<file path="config.mk">
export PLATFORM = sky130hd
export DESIGN_NAME = pulse_out_timer
export DESIGN_NICKNAME = d
export VERILOG_FILES = /design/src/rtl/pulse_out_pkg.sv /design/src/rtl/pulse_out_timer.sv /design/src/rtl/setting_store.sv
export VERILOG_INCLUDE_DIRS = /design/src /design/src/rtl
export SDC_FILE = /design/constraint.sdc
export NUM_CORES = 1
export LEC_CHECK = 0
export BUFFER_PORTS_ARGS = -buffer_cell sky130_fd_sc_hd__buf_4
export CAP_MARGIN = 20
export CORE_MARGIN = 2
export CORE_UTILIZATION = 31
export DETAILED_ROUTE_END_ITERATION = 8
export GPL_TIMING_DRIVEN = 0
export HOLD_SLACK_MARGIN = 0.06
export SETUP_SLACK_MARGIN = 0.02
export SYNTH_ARGS = -nofsm -noshare
export SYNTH_HDL_FRONTEND = slang
export SYNTH_HIERARCHICAL = 1
export SYNTH_SLANG_ARGS = --single-unit
</file>
<file path="constraint.sdc">
create_clock -name clock_in -period 14.6 [get_ports clock_in]
set_clock_uncertainty 0.2 [all_clocks]
set_input_delay 2.92 -clock clock_in [delete_from_list [all_inputs] [get_ports clock_in]]
set_output_delay 2.92 -clock clock_in [all_outputs]
set_load 0.02 [all_outputs]
</file>
<file path="src/rtl/pulse_out_defines.svh">
`ifndef PULSE_OUT_DEFINES_SVH
`define PULSE_OUT_DEFINES_SVH

// ----------------------------------------
// Clock and time units
// ----------------------------------------
`define CLK_MHZ 10
`define CLK_PERIOD_NS 100
`define STEP_NS 10
`define SEC_US 1000000
`define SEC_CYCLES (`SEC_US * `CLK_MHZ)
`define UNITS_PER_CLK (`CLK_PERIOD_NS / `STEP_NS)
`define TRIM_LIMIT_NS 1500
`define TRIM_LIMIT_UNITS (`TRIM_LIMIT_NS / `STEP_NS)
`define PERSIST_SECS 3

// ----------------------------------------
// Pulse widths in microseconds
// ----------------------------------------
`define PW_20US_US 20
`define PW_100US_US 100
`define PW_1MS_US 1000
`define PW_10MS_US 10000
`define PW_100MS_US 100000
`define PW_200MS_US 200000
`define PW_500MS_US 500000
`define PW_CYC(us) (24'((us) * `CLK_MHZ))

// ----------------------------------------
// Register offsets
// ----------------------------------------
`define REG_CTRL 8'h00
`define REG_PEND_PAT 8'h04
`define REG_PEND_WIDTH 8'h08
`define REG_ACT_PAT 8'h0C
`define REG_ACT_WIDTH 8'h10
`define REG_TOD 8'h14
`define REG_STATUS 8'h18
`define REG_TRIM 8'h1C
`define REG_OFFSET 8'h20

// ----------------------------------------
// Field positions and reset values
// ----------------------------------------
`define CTRL_EXT_EN_BIT 0
`define CTRL_COMMIT_BIT 1
`define PAT_DIGITS_MSB 23
`define PAT_MASK_LSB 24
`define PAT_MASK_MSB 29
`define WIDTH_MSB 2
`define WIDTH_ONE_SEC 3'h7
`define DEF_DIGITS 24'h000000
`define DEF_MASK 6'h3C
`define DEF_WIDTH 3'h5

`endif

</file>
<file path="src/rtl/pulse_out_pkg.sv">
package pulse_out_pkg;

  // ----------------------------------------
  // Pulse settings carried as one word
  // ----------------------------------------
  typedef struct packed {
    logic [5:0] dont_care; // Bit 0 is seconds units
    logic [23:0] digits; // BCD HHMMSS
    logic [2:0] width_sel; // Index into width table
  } settings_s;

  // ----------------------------------------
  // External reference acquisition states
  // ----------------------------------------
  typedef enum logic [1:0] {
    ACQ_OFF,
    ACQ_JAM,
    ACQ_FINE,
    ACQ_TRACK
  } acq_e;

  typedef logic [23:0] bcd_time_t;

endpackage

</file>
<file path="src/rtl/pulse_out_timer.sv">
// Functional notes
// - Pulse when time matches pattern, masks ignored
// - Pattern is six BCD digits HHMMSS
// - Per-digit don't-care; all masked pulses each second
// - Default compares seconds to zero only
// - Width chosen from eight fixed values
// - One-second width every second stays high
// - Commit applies and saves pending settings
// - Offset below 1500ns trims oscillator only
// - Persistent large offset steps the time base
// - Re-enabling reference restarts fast acquisition
// - Jam counters, then 10ns steps below 10ns
//
// Design decisions made here: the address-and-strobe port and the placing of the registers.
`timescale 1ns/1ps
`include "pulse_out_defines.svh"

module pulse_out_timer
  import pulse_out_pkg::*;
#(
  parameter int SEC_CYCLES = `SEC_CYCLES,
  parameter logic [7:0][23:0] PW_CYCLES = {
    24'(SEC_CYCLES), `PW_CYC(`PW_500MS_US), `PW_CYC(`PW_200MS_US),
    `PW_CYC(`PW_100MS_US), `PW_CYC(`PW_10MS_US), `PW_CYC(`PW_1MS_US),
    `PW_CYC(`PW_100US_US), `PW_CYC(`PW_20US_US)}
)
(
  input wire logic clock_in, // 10 MHz clock
  input wire logic rst_in, // Synchronous reset
  input wire logic [7:0] addr_in, // Register byte address
  input wire logic [31:0] wr_data_in, // Write data
  input wire logic wr_in, // Write strobe
  input wire logic rd_in, // Read strobe
  output logic [31:0] rd_data_out, // Read data, next cycle
  input wire logic ext_pps_in, // External 1pps pin
  output logic pulse_out, // Programmable pulse
  output logic sec_tick_out, // Internal seconds tick
  output logic [15:0] freq_trim_out, // Oscillator trim word
  output logic nv_save_out // Settings saved pulse
);

  // ----------------------------------------
  // Constants and declarations
  // ----------------------------------------
  localparam logic [26:0] SEC_UNITS = 27'(SEC_CYCLES * `UNITS_PER_CLK);
  localparam logic [26:0] HALF_UNITS = 27'(SEC_CYCLES * `UNITS_PER_CLK / 2);
  localparam logic [26:0] ADV = 27'(`UNITS_PER_CLK);
  localparam logic [27:0] TRIM_LIMIT = 28'(`TRIM_LIMIT_UNITS);
  localparam logic [1:0] PERSIST_LAST = 2'(`PERSIST_SECS - 1);

  logic pps_s1_r, pps_s2_r, pps_s3_r, ext_edge;
  logic ext_en_r, commit_wr, tod_wr;
  settings_s pending_r, active;
  bcd_time_t tod_r, tod_adv;
  logic [26:0] unit_cnt_r, unit_sum, adv, phase;
  logic jam, tick, tick_eff, match;
  logic [5:0] dig_hit;
  logic [23:0] care, pw_cnt_r, pw_cycles;
  logic pulse_r;
  acq_e acq_r;
  logic signed [27:0] offset_w, remain_r, last_off_r;
  logic [27:0] off_mag;
  logic meas_r;
  logic [1:0] persist_r;
  logic signed [15:0] trim_r;
  logic [8:0] sec_inc, min_inc, hr_inc;

  // Two-digit BCD increment with wrap at top, carry in bit 8
  function automatic logic [8:0] bcd2_inc(input logic [7:0] v,
                                          input logic [7:0] top);
    logic [8:0] r;
    r = 9'h000;
    if (v == top) begin
      r = 9'h100;
    end else if (v[3:0] == 4'h9) begin
      r = {1'b0, v[7:4] + 4'h1, 4'h0};
    end else begin
      r = {1'b0, v + 8'h01};
    end
    return r;
  endfunction

  // Magnitude of a signed offset
  function automatic logic [27:0] mag(input logic signed [27:0] v);
    return v[27] ? 28'(-v) : 28'(v);
  endfunction

  // ----------------------------------------
  // Pin synchroniser and edge detect
  // ----------------------------------------
  // Two flops then an edge stage
  always_ff @(posedge clock_in) begin
    if (rst_in) begin
      pps_s1_r <= 1'b0;
      pps_s2_r <= 1'b0;
      pps_s3_r <= 1'b0;
    end else begin
      pps_s1_r <= ext_pps_in;
      pps_s2_r <= pps_s1_r;
      pps_s3_r <= pps_s2_r;
    end
  end

  assign ext_edge = pps_s2_r & ~pps_s3_r;

  // ----------------------------------------
  // Register bus
  // ----------------------------------------
  assign commit_wr = wr_in && (addr_in == `REG_CTRL) &&
                     wr_data_in[`CTRL_COMMIT_BIT];
  assign tod_wr = wr_in && (addr_in == `REG_TOD);

  // Control and pending settings
  always_ff @(posedge clock_in) begin
    if (rst_in) begin
      ext_en_r <= 1'b0;
      pending_r <= '{dont_care: `DEF_MASK, digits: `DEF_DIGITS,
                     width_sel: `DEF_WIDTH};
    end else if (wr_in) begin
      unique case (addr_in)
        `REG_CTRL: ext_en_r <= wr_data_in[`CTRL_EXT_EN_BIT];
        `REG_PEND_PAT: begin
          pending_r.digits <= wr_data_in[`PAT_DIGITS_MSB:0];
          pending_r.dont_care <=
            wr_data_in[`PAT_MASK_MSB:`PAT_MASK_LSB];
        end
        `REG_PEND_WIDTH: pending_r.width_sel <= wr_data_in[`WIDTH_MSB:0];
        default: ;
      endcase
    end
  end

  // Read data valid only in the cycle after the strobe
  always_ff @(posedge clock_in) begin
    if (rst_in || !rd_in) begin
      rd_data_out <= 32'h00000000;
    end else begin
      unique case (addr_in)
        `REG_CTRL: rd_data_out <= {31'h00000000, ext_en_r};
        `REG_PEND_PAT: rd_data_out <= {2'h0, pending_r.dont_care,
                                       pending_r.digits};
        `REG_PEND_WIDTH: rd_data_out <= {29'h00000000, pending_r.width_sel};
        `REG_ACT_PAT: rd_data_out <= {2'h0, active.dont_care,
                                      active.digits};
        `REG_ACT_WIDTH: rd_data_out <= {29'h00000000, active.width_sel};
        `REG_TOD: rd_data_out <= {8'h00, tod_r};
        `REG_STATUS: rd_data_out <= {29'h00000000, meas_r, acq_r};
        `REG_TRIM: rd_data_out <= {{16{trim_r[15]}}, trim_r};
        `REG_OFFSET: rd_data_out <= {{4{last_off_r[27]}}, last_off_r};
        default: rd_data_out <= 32'h00000000;
      endcase
    end
  end

  // ----------------------------------------
  // Committed settings store
  // ----------------------------------------
  setting_store u_store (
    .clock_in(clock_in),
    .rst_in(rst_in),
    .wr_en_in(commit_wr),
    .wr_data_in(pending_r),
    .rd_data_out(active),
    .saved_out(nv_save_out)
  );

  // ----------------------------------------
  // Time base in 10 ns units
  // ----------------------------------------
  // Step advance by one unit while removing residual offset
  always_comb begin
    adv = ADV;
    if (acq_r == ACQ_FINE && remain_r > 28'sh0000000) begin
      adv = ADV - 27'h0000001;
    end else if (acq_r == ACQ_FINE && remain_r < 28'sh0000000) begin
      adv = ADV + 27'h0000001;
    end
  end

  assign unit_sum = unit_cnt_r + adv;
  assign jam = ext_en_r && (acq_r == ACQ_JAM) && ext_edge;
  // On jam, tick only if the internal second was nearly due
  assign tick = jam ? (unit_cnt_r >= HALF_UNITS) : (unit_sum >= SEC_UNITS);
  assign tick_eff = tick && !tod_wr;

  // Unit counter, reset to the reference on jam
  always_ff @(posedge clock_in) begin
    if (rst_in) begin
      unit_cnt_r <= 27'h0000000;
    end else if (jam) begin
      unit_cnt_r <= 27'h0000000;
    end else if (unit_sum >= SEC_UNITS) begin
      unit_cnt_r <= unit_sum - SEC_UNITS;
    end else begin
      unit_cnt_r <= unit_sum;
    end
  end

  // Phase one advance ahead, so an edge in the tick cycle reads zero
  assign phase = unit_cnt_r + ADV;

  // Signed offset of internal second from the reference edge
  always_comb begin
    if (phase >= HALF_UNITS) begin
      offset_w = $signed({1'b0, phase}) - $signed({1'b0, SEC_UNITS});
    end else begin
      offset_w = $signed({1'b0, phase});
    end
  end

  assign off_mag = mag(offset_w);

  // ----------------------------------------
  // Time of day
  // ----------------------------------------
  assign sec_inc = bcd2_inc(tod_r[7:0], 8'h59);
  assign min_inc = sec_inc[8] ? bcd2_inc(tod_r[15:8], 8'h59) :
                   {1'b0, tod_r[15:8]};
  assign hr_inc = min_inc[8] ? bcd2_inc(tod_r[23:16], 8'h23) :
                  {1'b0, tod_r[23:16]};
  assign tod_adv = {hr_inc[7:0], min_inc[7:0], sec_inc[7:0]};

  // Software set wins over the tick
  always_ff @(posedge clock_in) begin
    if (rst_in) begin
      tod_r <= 24'h000000;
    end else if (tod_wr) begin
      tod_r <= wr_data_in[23:0];
    end else if (tick) begin
      tod_r <= tod_adv;
    end
  end

  // Seconds tick out
  always_ff @(posedge clock_in) begin
    if (rst_in) begin
      sec_tick_out <= 1'b0;
    end else begin
      sec_tick_out <= tick_eff;
    end
  end

  // ----------------------------------------
  // Pattern compare and pulse
  // ----------------------------------------
  genvar gi;
  generate
    for (gi = 0; gi < 6; gi++) begin : g_dig
      assign dig_hit[gi] = active.dont_care[gi] ||
        (tod_adv[4*gi+:4] == active.digits[4*gi+:4]);
      assign care[4*gi+:4] = {4{~active.dont_care[gi]}};
    end
  endgenerate

  assign match = &dig_hit;
  assign pw_cycles = PW_CYCLES[active.width_sel];

  // Start on matching tick, end after width or next tick for 1 s
  always_ff @(posedge clock_in) begin
    if (rst_in) begin
      pulse_r <= 1'b0;
      pw_cnt_r <= 24'h000000;
    end else if (tick_eff && match) begin
      pulse_r <= 1'b1;
      pw_cnt_r <= 24'h000001;
    end else if (pulse_r) begin
      if (active.width_sel == `WIDTH_ONE_SEC) begin
        if (tick_eff) begin
          pulse_r <= 1'b0;
        end
      end else if (pw_cnt_r == pw_cycles) begin
        pulse_r <= 1'b0;
      end
      pw_cnt_r <= pw_cnt_r + 24'h000001;
    end
  end

  assign pulse_out = pulse_r;

  // ----------------------------------------
  // External reference acquisition
  // ----------------------------------------
  always_ff @(posedge clock_in) begin
    if (rst_in) begin
      acq_r <= ACQ_OFF;
      remain_r <= 28'sh0000000;
      meas_r <= 1'b0;
      persist_r <= 2'h0;
      trim_r <= 16'sh0000;
      last_off_r <= 28'sh0000000;
    end else if (!ext_en_r) begin
      acq_r <= ACQ_OFF;
      meas_r <= 1'b0;
      persist_r <= 2'h0;
      remain_r <= 28'sh0000000;
    end else begin
      if (ext_edge) begin
        last_off_r <= offset_w;
      end
      unique case (acq_r)
        ACQ_OFF: acq_r <= ACQ_JAM;
        ACQ_JAM: begin
          if (ext_edge) begin
            acq_r <= ACQ_FINE;
            meas_r <= 1'b0;
          end
        end
        ACQ_FINE: begin
          if (ext_edge) begin
            remain_r <= offset_w;
            meas_r <= 1'b1;
          end else if (remain_r > 28'sh0000000) begin
            remain_r <= remain_r - 28'sh0000001;
          end else if (remain_r < 28'sh0000000) begin
            remain_r <= remain_r + 28'sh0000001;
          end else if (meas_r) begin
            acq_r <= ACQ_TRACK;
          end
        end
        ACQ_TRACK: begin
          if (ext_edge && off_mag < TRIM_LIMIT) begin
            persist_r <= 2'h0;
            if (offset_w > 28'sh0000000) begin
              trim_r <= trim_r - 16'sh0001;
            end else if (offset_w < 28'sh0000000) begin
              trim_r <= trim_r + 16'sh0001;
            end
          end else if (ext_edge && persist_r == PERSIST_LAST) begin
            persist_r <= 2'h0;
            acq_r <= ACQ_JAM;
          end else if (ext_edge) begin
            persist_r <= persist_r + 2'h1;
          end
        end
      endcase
    end
  end

  assign freq_trim_out = trim_r;
endmodule

</file>
<file path="src/rtl/setting_store.sv">
`timescale 1ns/1ps
`include "pulse_out_defines.svh"

module setting_store
  import pulse_out_pkg::*;
(
  input wire logic clock_in, // System clock
  input wire logic rst_in, // Synchronous reset
  input wire logic wr_en_in, // Commit strobe
  input wire settings_s wr_data_in, // Settings to retain
  output settings_s rd_data_out, // Retained settings
  output logic saved_out // Save done pulse
);

  // ----------------------------------------
  // Retained word, registered read side
  // ----------------------------------------
  // Store word, defaults until first commit
  always_ff @(posedge clock_in) begin
    if (rst_in) begin
      rd_data_out <= '{dont_care: `DEF_MASK, digits: `DEF_DIGITS,
                       width_sel: `DEF_WIDTH};
    end else if (wr_en_in) begin
      rd_data_out <= wr_data_in;
    end
  end

  // Save acknowledge
  always_ff @(posedge clock_in) begin
    if (rst_in) begin
      saved_out <= 1'b0;
    end else begin
      saved_out <= wr_en_in;
    end
  end

endmodule

</file>
; ---- Word level (Yosys, flattened, before mapping)
; Memory sizes are Yosys's and may differ from the RTL's. A register that Yosys moved wholly into a read port is not among the register bits.
; Index checks and enable logic that the tools add are counted.
; W data, S select, Z words.
[op_classes]
bitwise = 3
addsub = 17
n_eq_ne = 34
reduce_logical = 41
order_cmp = 9
mux = 46
[op_table]
columns = op, n
row1 = $pmux W32 S9, 1
row2 = $mux W28, 5
row3 = $mux W24, 3
row4 = $gt A28 B1 Y1 const B, 2
row5 = $lt A28 B1 Y1 const B, 2
row6 = $ge A27 B26 Y1 const B, 2
row7 = $mux W8, 5
row8 = $eq A8 B5 Y1 const B, 4
row9 = $mux W16, 2
row10 = $add A28 B2 Y28 const B, 1
row11 = $lt A28 B8 Y1 const B, 1
row12 = $neg A28 Y28, 1
row13 = $sub A27 B27 Y28 const B, 1
row14 = $sub A28 B2 Y28 const B, 1
row15 = $add A27 B27 Y27, 1
row16 = $add A27 B4 Y27 const B, 1
row17 = $ge A27 B27 Y1 const B, 1
row18 = $mux W27, 1
row19 = $mux W9, 3
row20 = $sub A27 B27 Y27 const B, 1
row21 = $add A24 B1 Y24 const B, 1
row22 = $add A8 B1 Y8 const B, 3
row23 = $eq A24 B24 Y1, 1
row24 = $eq A4 B4 Y1, 6
row25 = 34 further kinds, 100
[word_totals]
romBits = 192
wordCells = 175
n_memories = 1
output_inout_bits = 51
regBits = 257
in_bits = 45
[mem_list]
columns = memory, depth, width, rd, rd_clocked_by_memory_dff, wr, line_no
row1 = (no name shown), 8, 24, 1, 1, 0, pulse_out_timer.sv:256  ; assign pw_cycles = PW_CYCLES[active.width_sel];

; ---- Depth between registers and ports, before layout
; Gate-level depths: netlist (run 1).
[depth]
depth_word = 12
mapped_depth = 31
ltp_nobuf = 29

; ---- Cells and area by module
; The synthesis (run 1) kept the hierarchy.
[modules_own_cells]
columns = mod, area_each_um2, instances, seq_area_each_um2, cells_each
row1 = pulse_out_timer, 15875.2, 1, 4444.3, 2083
row2 = setting_store, 1237.4, 1, 680.7, 109

; ---- Worst setup path before layout (run 1)
; No wires, ideal clock.
[synth_path]
path_kind = flip-flop to flip-flop
startpoint = reg unit_cnt_r[1]
endpoint = reg trim_r[15] (netlist: freq_trim_out[15])
setup_ps = 123
synth_period_minus_slack_ps = 7355
path_slack_ps = 7245
required_ps = 14277
path_buffers = 2
path_stages_with_launch = 31
arrival_time_ps = 7031
cell_sequence = dfxtp_1 ha_1 o21ai_1 nor2_1 xnor2_1 ha_1 buf_1 nand3_1 nor3_1 o31ai_1 a21oi_1 or4_1 and2_1 clkbuf_1 nor4_1 a31oi_1 ha_1 a21o_1 a21oi_1 o21ai_0 a21oi_1 o21ai_0 a21oi_1 o21ai_0 a21oi_1 o21ai_0 a31oi_1 o21ai_0 xnor2_1 nor3_1 mux2_1
[synth_between]
elab_chain_len = 8
elab_cells_between_ends = 13
cone_classes = 3 x add/sub / 4 x order compare / 3 x mux / 3 x reduce/logical
[synth_lines]
columns = element, line_no
row1 = from (decl), pulse_out_timer.sv:55  ; logic [26:0] unit_cnt_r, unit_sum, adv, phase;
row2 = from (signal assigned), pulse_out_timer.sv:193  ; unit_cnt_r <= unit_sum - SEC_UNITS;
row3 = from (signal assigned), pulse_out_timer.sv:195  ; unit_cnt_r <= unit_sum;
row4 = $add A27 B4 Y27 *, pulse_out_timer.sv:200  ; assign phase = unit_cnt_r + ADV;
row5 = $sub A27 B27 Y28 / $ge A27 B26 Y1 (equally long branches), "pulse_out_timer.sv:205, pulse_out_timer.sv:204"
row6 = $mux W28 *, pulse_out_timer.sv:204  ; if (phase >= HALF_UNITS) begin
row7 = $neg A28 Y28, pulse_out_timer.sv:85  ; return v[27] ? 28'(-v) : 28'(v);
row8 = $mux W28, pulse_out_timer.sv:85
row9 = $lt A28 B8 Y1, pulse_out_timer.sv:321  ; if (ext_edge && off_mag < TRIM_LIMIT) begin
row10 = $logic_and A1 B1 Y1, pulse_out_timer.sv:321
row11 = $reduce_and A4 Y1 (no line), -
row12 = to (signal assigned), pulse_out_timer.sv:324  ; trim_r <= trim_r - 16'sh0001;
row13 = to (signal assigned), pulse_out_timer.sv:326  ; trim_r <= trim_r + 16'sh0001;
row14 = to (decl), pulse_out_timer.sv:65  ; logic signed [15:0] trim_r;
; Every way passes the cells marked *; elsewhere a longest branch is shown, timed or not.
; A chain may end at the register's enable or synchronous reset.

; ---- Final worst setup path (run 1)
; Same ends and word-level chain as after synthesis.

==> key figures, run 1 <==
Outcome
  – Status: completed

Routing
  – Routed vias: 17100
  – Wirelength per Cell: 19.5 µm
  – Initial detailed-routing violation count: 1471
  – WL final: around 60 mm
  – WL met3: around 3.2 mm
  – Drt drc: 0
  – Met2 wire len: between 20 and 30 mm
  – DRT met1 WL: 25.9 mm
  – Uppermost layer routed: met4
  – Drt via density: 5.60
  – Post-route ant nets: 0
  – Pre-antenna DRT Iters: 7

Synth
  – Ys async rst share: 0%
  – Syn Nets: 2312
  – Register area share after synthesis: 29.9%
  – Post-synth EDFFs: 0
  – Post-Syn Instances: ~2200
  – Synth cell types: between 100 and 150
  – YS warnings: 6
  – Syn_area_per_cell: 7.81 µm²
  – Main synth FF type: dfxtp_1
  – Synth Cell Area: 0.0171 mm²
  – Yosys reg bits: 256

Layout
  – Area Overhead vs Synth: 15.3%
  – Non-Filler Instances: between 3000 and 4000
  – Layout fillers: ~5800
  – Final net count: roughly 2400
  – # diodes: 0
  – Layout cells sized above 1: under 10%
  – Register area: 0.00512 mm²
  – Multi-input combinational cell area: 0.0112 mm²

Power
  – Peak VDD IR: 0.0817 mV
  – Leak: 7.07 nW
  – Pwr Total: 1.54 mW
  – PwrDens: approximately 78 mW/mm²

Job
  – Max-cap violations: 0

Setup path
  – Critical-path top delay cell: nor3_1
  – WS Path Type: reg -> reg
  – Slowest Stage Delay on Critical Path: 0.82 ns
  – Type of origin of the critical path: flop
  – Reg2Reg Setup Slack: between 5 and 6 ns
  – Worst Setup End Kind: flop
  – Worst R2R Start: unit_cnt_r[1]
  – Worst-path maximum fanout: 16
  – Crit path DAT: 9.08 ns
  – Capturing point of the worst reg2reg path: freq_trim_out[15]
  – WP data required: 14.89 ns
  – R2r worst-path depth: 31

Placed design
  – GPL Wtd Cong: 0.962
  – Input/output buffers: 92
  – Placed cell count: 2991
  – DPL Wire Length: between 40 and 50 mm
  – Pre-CTS WS: roughly 6 ns

Timing
  – Tcrit/Tclk final: 60.2%
  – TNS Setup: 0 ns
  – Final setup margin: 5.81 ns
  – Unrepaired setup endpoints after global routing: false
  – Slew headroom: 29.7%
  – Slew @ Worst Pin: 1.05 ns
  – Final Critical Period: 8.79 ns
  – Max Clock Freq: 114 MHz
  – Max Slew Vio Count: 0
  – Endpoints failing hold: 0
  – Final setup viols: 0

Clocking
  – Clk_lat worst skew: 0.60 ns
  – Post-CTS Hold Fix Bufs: 0
  – Clock buffer depth: 3
  – Clk root buf: clkbuf_16
  – Resized cells post-CTS: 0
  – H-tree depth: 1
  – Postcts setup bufs: 0
  – TritonCTS clock tree: built
  – Worst-path clk slew: 0.06 ns
  – TritonCTS buffer count: 30
  – CTS Sinks: ~260

Worst hold path
  – Worst Hold Class: reg -> reg
  – Worst Min Path Start: pps_s1_r
  – Hold depth: 1
  – Hold Path Sink: pps_s2_r

Floorplan
  – Die Area: 0.0571 mm²
  – Row count: 86
  – IO Pins: 96
  – Core footprint: 0.0549 mm²
  – Vert. Die Dim: 239 µm
  – Die width: roughly 240 µm
  – Initial Util: 31.2%

Global route
  – GRT Util Overall: 20.2%
  – Initial antenna violation count: 0
  – Number of global-route vias before repair: 16300
  – First-pass GRT wire length: 92.3 mm
  – Grt ovf: 0
  – Pin count of the biggest net entering global routing: 17
[per-layer routing]
metal | up-vias | track usage, %
li1 | 8182 | -
met5 | - | 0
met4 | 0 | 7.58
met2 | 602 | 34.6
met3 | 132 | 2.32
met1 | 8147 | 26.0
[final cells by class]
cell class,instances,area share (%)
Buffer,136,3.16
Sequential cell,256,26.0
Tap cell,704,4.47
Clock inverter,15,0.856
Timing Repair Buffer,95,3.69
Multi-Input combinational cell,1742,56.6
Inverter,58,1.10
Clock buffer,39,4.18
[through the flow]
step | cell area [µm²] | hold slack [ns] | utilization (%)
finish | 19700 | 0.260 | 35.9
global route | 19700 | 0.271 | 35.9
CTS | 19700 | 0.262 | 35.9
detailed placement | 18700 | 0.245 | 34.1
global placement | 18700 | 0.235 | 34.0
floorplan | 17100 | 0.214 | -
[cell families after synthesis]
group	after synthesis	synth area share, %
AND/OR/NAND/NOR	855	24.6
adder cells (fa/ha/maj)	75	5.62
flip-flops	256	29.9
XOR/XNOR	174	8.99
AO/OA/AOI/OAI	582	22.6
buffers and inverters	194	4.91
multiplexers	56	3.32
[registers in the layout, indices dropped and copies added, names as in the netlist, 2 cells and up]
| register | count |
|---|---|
| pending_r | 33 |
| u_store/rd_data_out | 33 |
| rd_data_out | 31 |
| last_off_r | 28 |
| remain_r | 28 |
| unit_cnt_r | 27 |
| pw_cnt_r | 24 |
| tod_r | 24 |
| freq_trim_out | 16 |
| acq_r | 2 |
| persist_r | 2 |
[power by group]
part	internal, mW	switching, mW
Sequential	0.701	0.00249
Clock	0.435	0.326
Combinational	0.0266	0.0524
[worst max-delay path by stage]
| stage | startpoint | to | depth (start not counted) |
|---|---|---|---|
| floorplan | unit_cnt_r[1] | freq_trim_out[15] | 30 |
| global placement | unit_cnt_r[1] | freq_trim_out[15] | 30 |
| detailed placement | unit_cnt_r[1] | freq_trim_out[15] | 31 |
| CTS | unit_cnt_r[1] | freq_trim_out[15] | 31 |
| global route | unit_cnt_r[1] | freq_trim_out[15] | 31 |
| finish | unit_cnt_r[1] | freq_trim_out[15] | 31 |
[critical path: cells and delay by family (launching register included)]
kind / cells / cell delay (ns)
and+or+nand+nor: 6 / 2.17
muxes: 1 / 0.34
adders and majority gates: 3 / 0.86
AOI/OAI and AO/OA: 16 / 3.31
xor gates and xnor gates: 2 / 0.39
DFF: 1 / 0.68
buffers and inverters: 3 / 0.73
[cell usage after synthesis, types with 21 or more instances]
master | n | area, µm²
inv_1 | 58 | 218
o21ai_0 | 92 | 460
a31oi_1 | 21 | 131
nand2_1 | 235 | 882
nand4_1 | 31 | 194
a22oi_1 | 35 | 263
ha_1 | 72 | 901
nor2_1 | 246 | 923
nor2b_1 | 24 | 150
xnor2_1 | 111 | 972
dfxtp_1 | 256 | 5120
and3_1 | 25 | 156
a211oi_1 | 40 | 300
mux2i_1 | 53 | 531
clkbuf_1 | 100 | 375
nand3_1 | 63 | 315
nor3_1 | 78 | 390
and2_1 | 22 | 138
a21oi_1 | 196 | 981
xor2_1 | 61 | 534
[layout by cell type (no fill, tap or decap), types with 35 or more instances in the layout]
master	n
nand3_1	63
mux2i_1	53
nand2_1	235
a211oi_1	40
o21ai_0	92
buf_4	102
inv_1	58
xnor2_1	111
nor2_1	245
a21oi_1	196
xor2_1	61
clkbuf_1	105
dfxtp_1	256
nor3_1	78
ha_1	72
a22oi_1	35
(Power assumes the default switching activity.)
==> inputs of run 2 (changes only) <==
- clock period: 14.6 -> 9.1 ns (I/O delays scaled with it)
==> key figures, run 2 (synthesis results as in run 1) <==
Global route
  – Met1 usage: 26.0% (unchanged)
  – Initial antenna violation count: 0 (unchanged)
  – First-pass GRT wire length: 92.3 mm (unchanged)
  – GRT Util Overall: 20.2% (unchanged)
  – Pin count of the biggest net entering global routing: 17 (unchanged)
  – Number of global-route vias before repair: 16300 (unchanged)
  – Grt ovf: 0 (unchanged)
  – Met3 usage: 2.32% (unchanged)
  – GR peak layer: met2 (unchanged)
  – M2 GR Usage: 34.6% (unchanged)

Clocking
  – TritonCTS buffer count: 30 (unchanged)
  – TritonCTS clock tree: built (unchanged)
  – Clock buffer depth: 3 (unchanged)
  – Resized cells post-CTS: 0 (unchanged)
  – H-tree depth: 1 (unchanged)
  – Postcts setup bufs: 0 (unchanged)
  – CTS Sinks: 256 (unchanged)
  – Post-CTS Hold Fix Bufs: 0 (unchanged)
  – Clk_lat worst skew: 0.60 ns (about the same)
  – Clk root buf: clkbuf_16 (unchanged)
  – Worst-path clk slew: 0.06 ns (about the same)

Timing
  – Tcrit/Tclk final: 93.2% (was 60.2%)
  – Max Clock Freq: 118 MHz (was 114 MHz)
  – Endpoints failing hold: 0 (unchanged)
  – Final Critical Period: 8.48 ns (was 8.79 ns)
  – Slew @ Worst Pin: 1.03 ns (was 1.05 ns)
  – Slew headroom: 30.8% (was 29.7%)
  – Max Slew Vio Count: 0 (unchanged)
  – Final setup viols: 0 (unchanged)
  – Unrepaired setup endpoints after global routing: false (unchanged)

Setup path
  – CP endpoint: freq_trim_out[15] (unchanged)
  – WP data required: 9.39 ns (was 14.89 ns)
  – Crit path DAT: 8.77 ns (was 9.08 ns)
  – Worst Setup End Kind: flop (unchanged)
  – Stages on worst setup path: 30 (was 31)
  – Worst-path maximum fanout: 16 (unchanged)
  – Most frequent CP cell: o21ai_0
  – Slowest Stage Delay on Critical Path: 0.67 ns (was 0.82 ns)
  – Critical-path top delay cell: dfxtp_1 (was nor3_1)
  – Number of buffers and inverters on the critical path: 2 (was 3)
  – Worst R2R Start: unit_cnt_r[1] (unchanged)
  – Reg2Reg Setup Slack: 0.62 ns (was 5.81 ns)
  – R2r worst-path depth: 30 (was 31)
  – WS Path Type: reg -> reg (unchanged)
  – Capturing point of the worst reg2reg path: freq_trim_out[15] (unchanged)
  – CP startpoint: unit_cnt_r[1] (unchanged)
  – Type of origin of the critical path: flop (unchanged)
  – CP delay by family, top: compound AO/OA/AOI/OAI gates (unchanged)

Floorplan
  – Vert. Die Dim: 239 µm (unchanged)
  – Die Area: 0.0571 mm² (unchanged)
  – IO Pins: 96 (unchanged)
  – Row count: 86 (unchanged)
  – Die width: 239 µm (unchanged)
  – Initial Util: 31.2% (unchanged)
  – Core footprint: 0.0549 mm² (unchanged)

Placed design
  – Placement Cell Area: 0.0187 mm² (unchanged)
  – Input/output buffers: 92 (unchanged)
  – DPL Wire Length: 46.0 mm (unchanged)
  – GPL Wtd Cong: 0.962 (unchanged)

Layout
  – Final instance area: 0.0197 mm² (about the same)
  – Multi-input combinational cell area: 0.0112 mm² (about the same)
  – # diodes: 0 (unchanged)
  – Register area: 0.00512 mm² (unchanged)
  – Layout cells sized above 1: 10.0% (was 9.95%)
  – Layout fillers: 5793 (was 5794)
  – Final net count: 2439 (unchanged)
  – Top flop regs: pending_r (33), u_store/rd_data_out (33), rd_data_out (31) (unchanged)
  – Most common cell after layout, fill and taps aside: dfxtp_1 (unchanged)
  – Area Overhead vs Synth: 15.3% (about the same)
  – Most frequent cells in the layout: dfxtp_1, nor2_1, nand2_1, a21oi_1, xnor2_1 (unchanged)

Power
  – Sequential Power Share: 45.6% (about the same)
  – Peak VDD IR: 0.131 mV (was 0.0817 mV)
  – Pwr Total: 2.47 mW (was 1.54 mW)
  – Clock Power Share: 49.3% (about the same)
  – Leak: 7.07 nW (about the same)
  – Internal: 1.86 mW (was 1.16 mW)
  – Switching power: 610 µW (was 381 µW)
  – Switching Fraction: 24.6% (was 24.7%)
  – PwrDens: 125 mW/mm² (was 78.2 mW/mm²)
  – Combinational Power Share: 5.1% (about the same)

Outcome
  – Status: completed (unchanged)

Routing
  – Pre-antenna DRT Iters: 6 (was 7)
  – Drt drc: 0 (unchanged)
  – WL final: 59.6 mm (was 59.5 mm)
  – Post-route ant nets: 0 (unchanged)
  – Wirelength per Cell: 19.6 µm (was 19.5 µm)
  – Routed vias: 17000 (was 17100)
  – Initial detailed-routing violation count: 1458 (was 1471)
  – Drt via density: 5.60 (about the same)

Worst hold path
  – Worst Hold Class: reg -> reg (unchanged)
  – Hold depth: 1 (unchanged)

Job
  – Max-cap violations: 0 (unchanged)
[run 2: cell counts in the layout (fill, tap and decap cells not counted)]
No cell type changed its count.
[run 2: power by group through the flow]
| stage | Combinational (mW) | Sequential [mW] | Clock, mW |
|---|---|---|---|
| 6_report | 0.127 | 1.13 | 1.22 |
| 5_1_grt | 0.136 | 1.13 | 1.29 |
| 4_1_cts | 0.126 | 1.13 | 1.24 |
| 3_5_place_dp | 0.125 | 1.15 | 0 |
| 3_3_place_gp | 0.122 | 1.15 | 0 |
| 2_1_floorplan | 0.0735 | 1.15 | 0 |
[run 2: cell type report]
cell class / instances / area share [%]
clock buffer: 39 / 4.18
sequential: 256 / 26.0
multi-input combinational: 1742 / 56.6
inverter: 58 / 1.10
clock inverter: 15 / 0.856
buffer: 136 / 3.16
timing repair buffer: 95 / 3.69
tap: 704 / 4.46
[run 2: worst min path at each step]
stage	start	end	slack [ns]
after detailed placement	pps_s1_r	pps_s2_r	0.25
after global placement	pps_s1_r	pps_s2_r	0.24
after CTS	last_off_r[27]	last_off_r[27]	0.26
after global routing	pps_s1_r	pps_s2_r	0.27
final	pps_s1_r	pps_s2_r	0.26
after floorplan	pps_s1_r	pps_s2_r	0.21
[run 2: metrics by stage]
step	setup WS [ns]	hold slack [ns]	instances	utilization (%)	TNS, ns
2_1_floorplan	1.75	0.214	2192	-	0
3_3_place_gp	-0.481	0.235	2988	34.0	-0.481
3_5_place_dp	0.508	0.245	2991	34.1	0
4_1_cts	0.521	0.262	3045	35.9	0
5_1_grt	0.0815	0.271	3045	36.0	0
6_report	0.623	0.259	3045	36.0	0
[run 2: routing by layer]
metal / wire, µm / share of wire (%) / vias up
li1: - / - / 8171
met1: 25900 / 43 / 8153
met2: 28200 / 47 / 592
met3: 3230 / 5.4 / 122
met4: 2250 / 3.8 / 0
met5: 0 / 0 / -
[run 2: worst register-to-register path: cells and delay by family, from the launching register on]
family          cells  cell delay, ns
simple gates        6            1.82
fa+ha+maj           3            0.87
xor+xnor            2            0.39
flops               1            0.67
mux                 1            0.34
compound gates     16            3.60
buf+inv             2            0.51
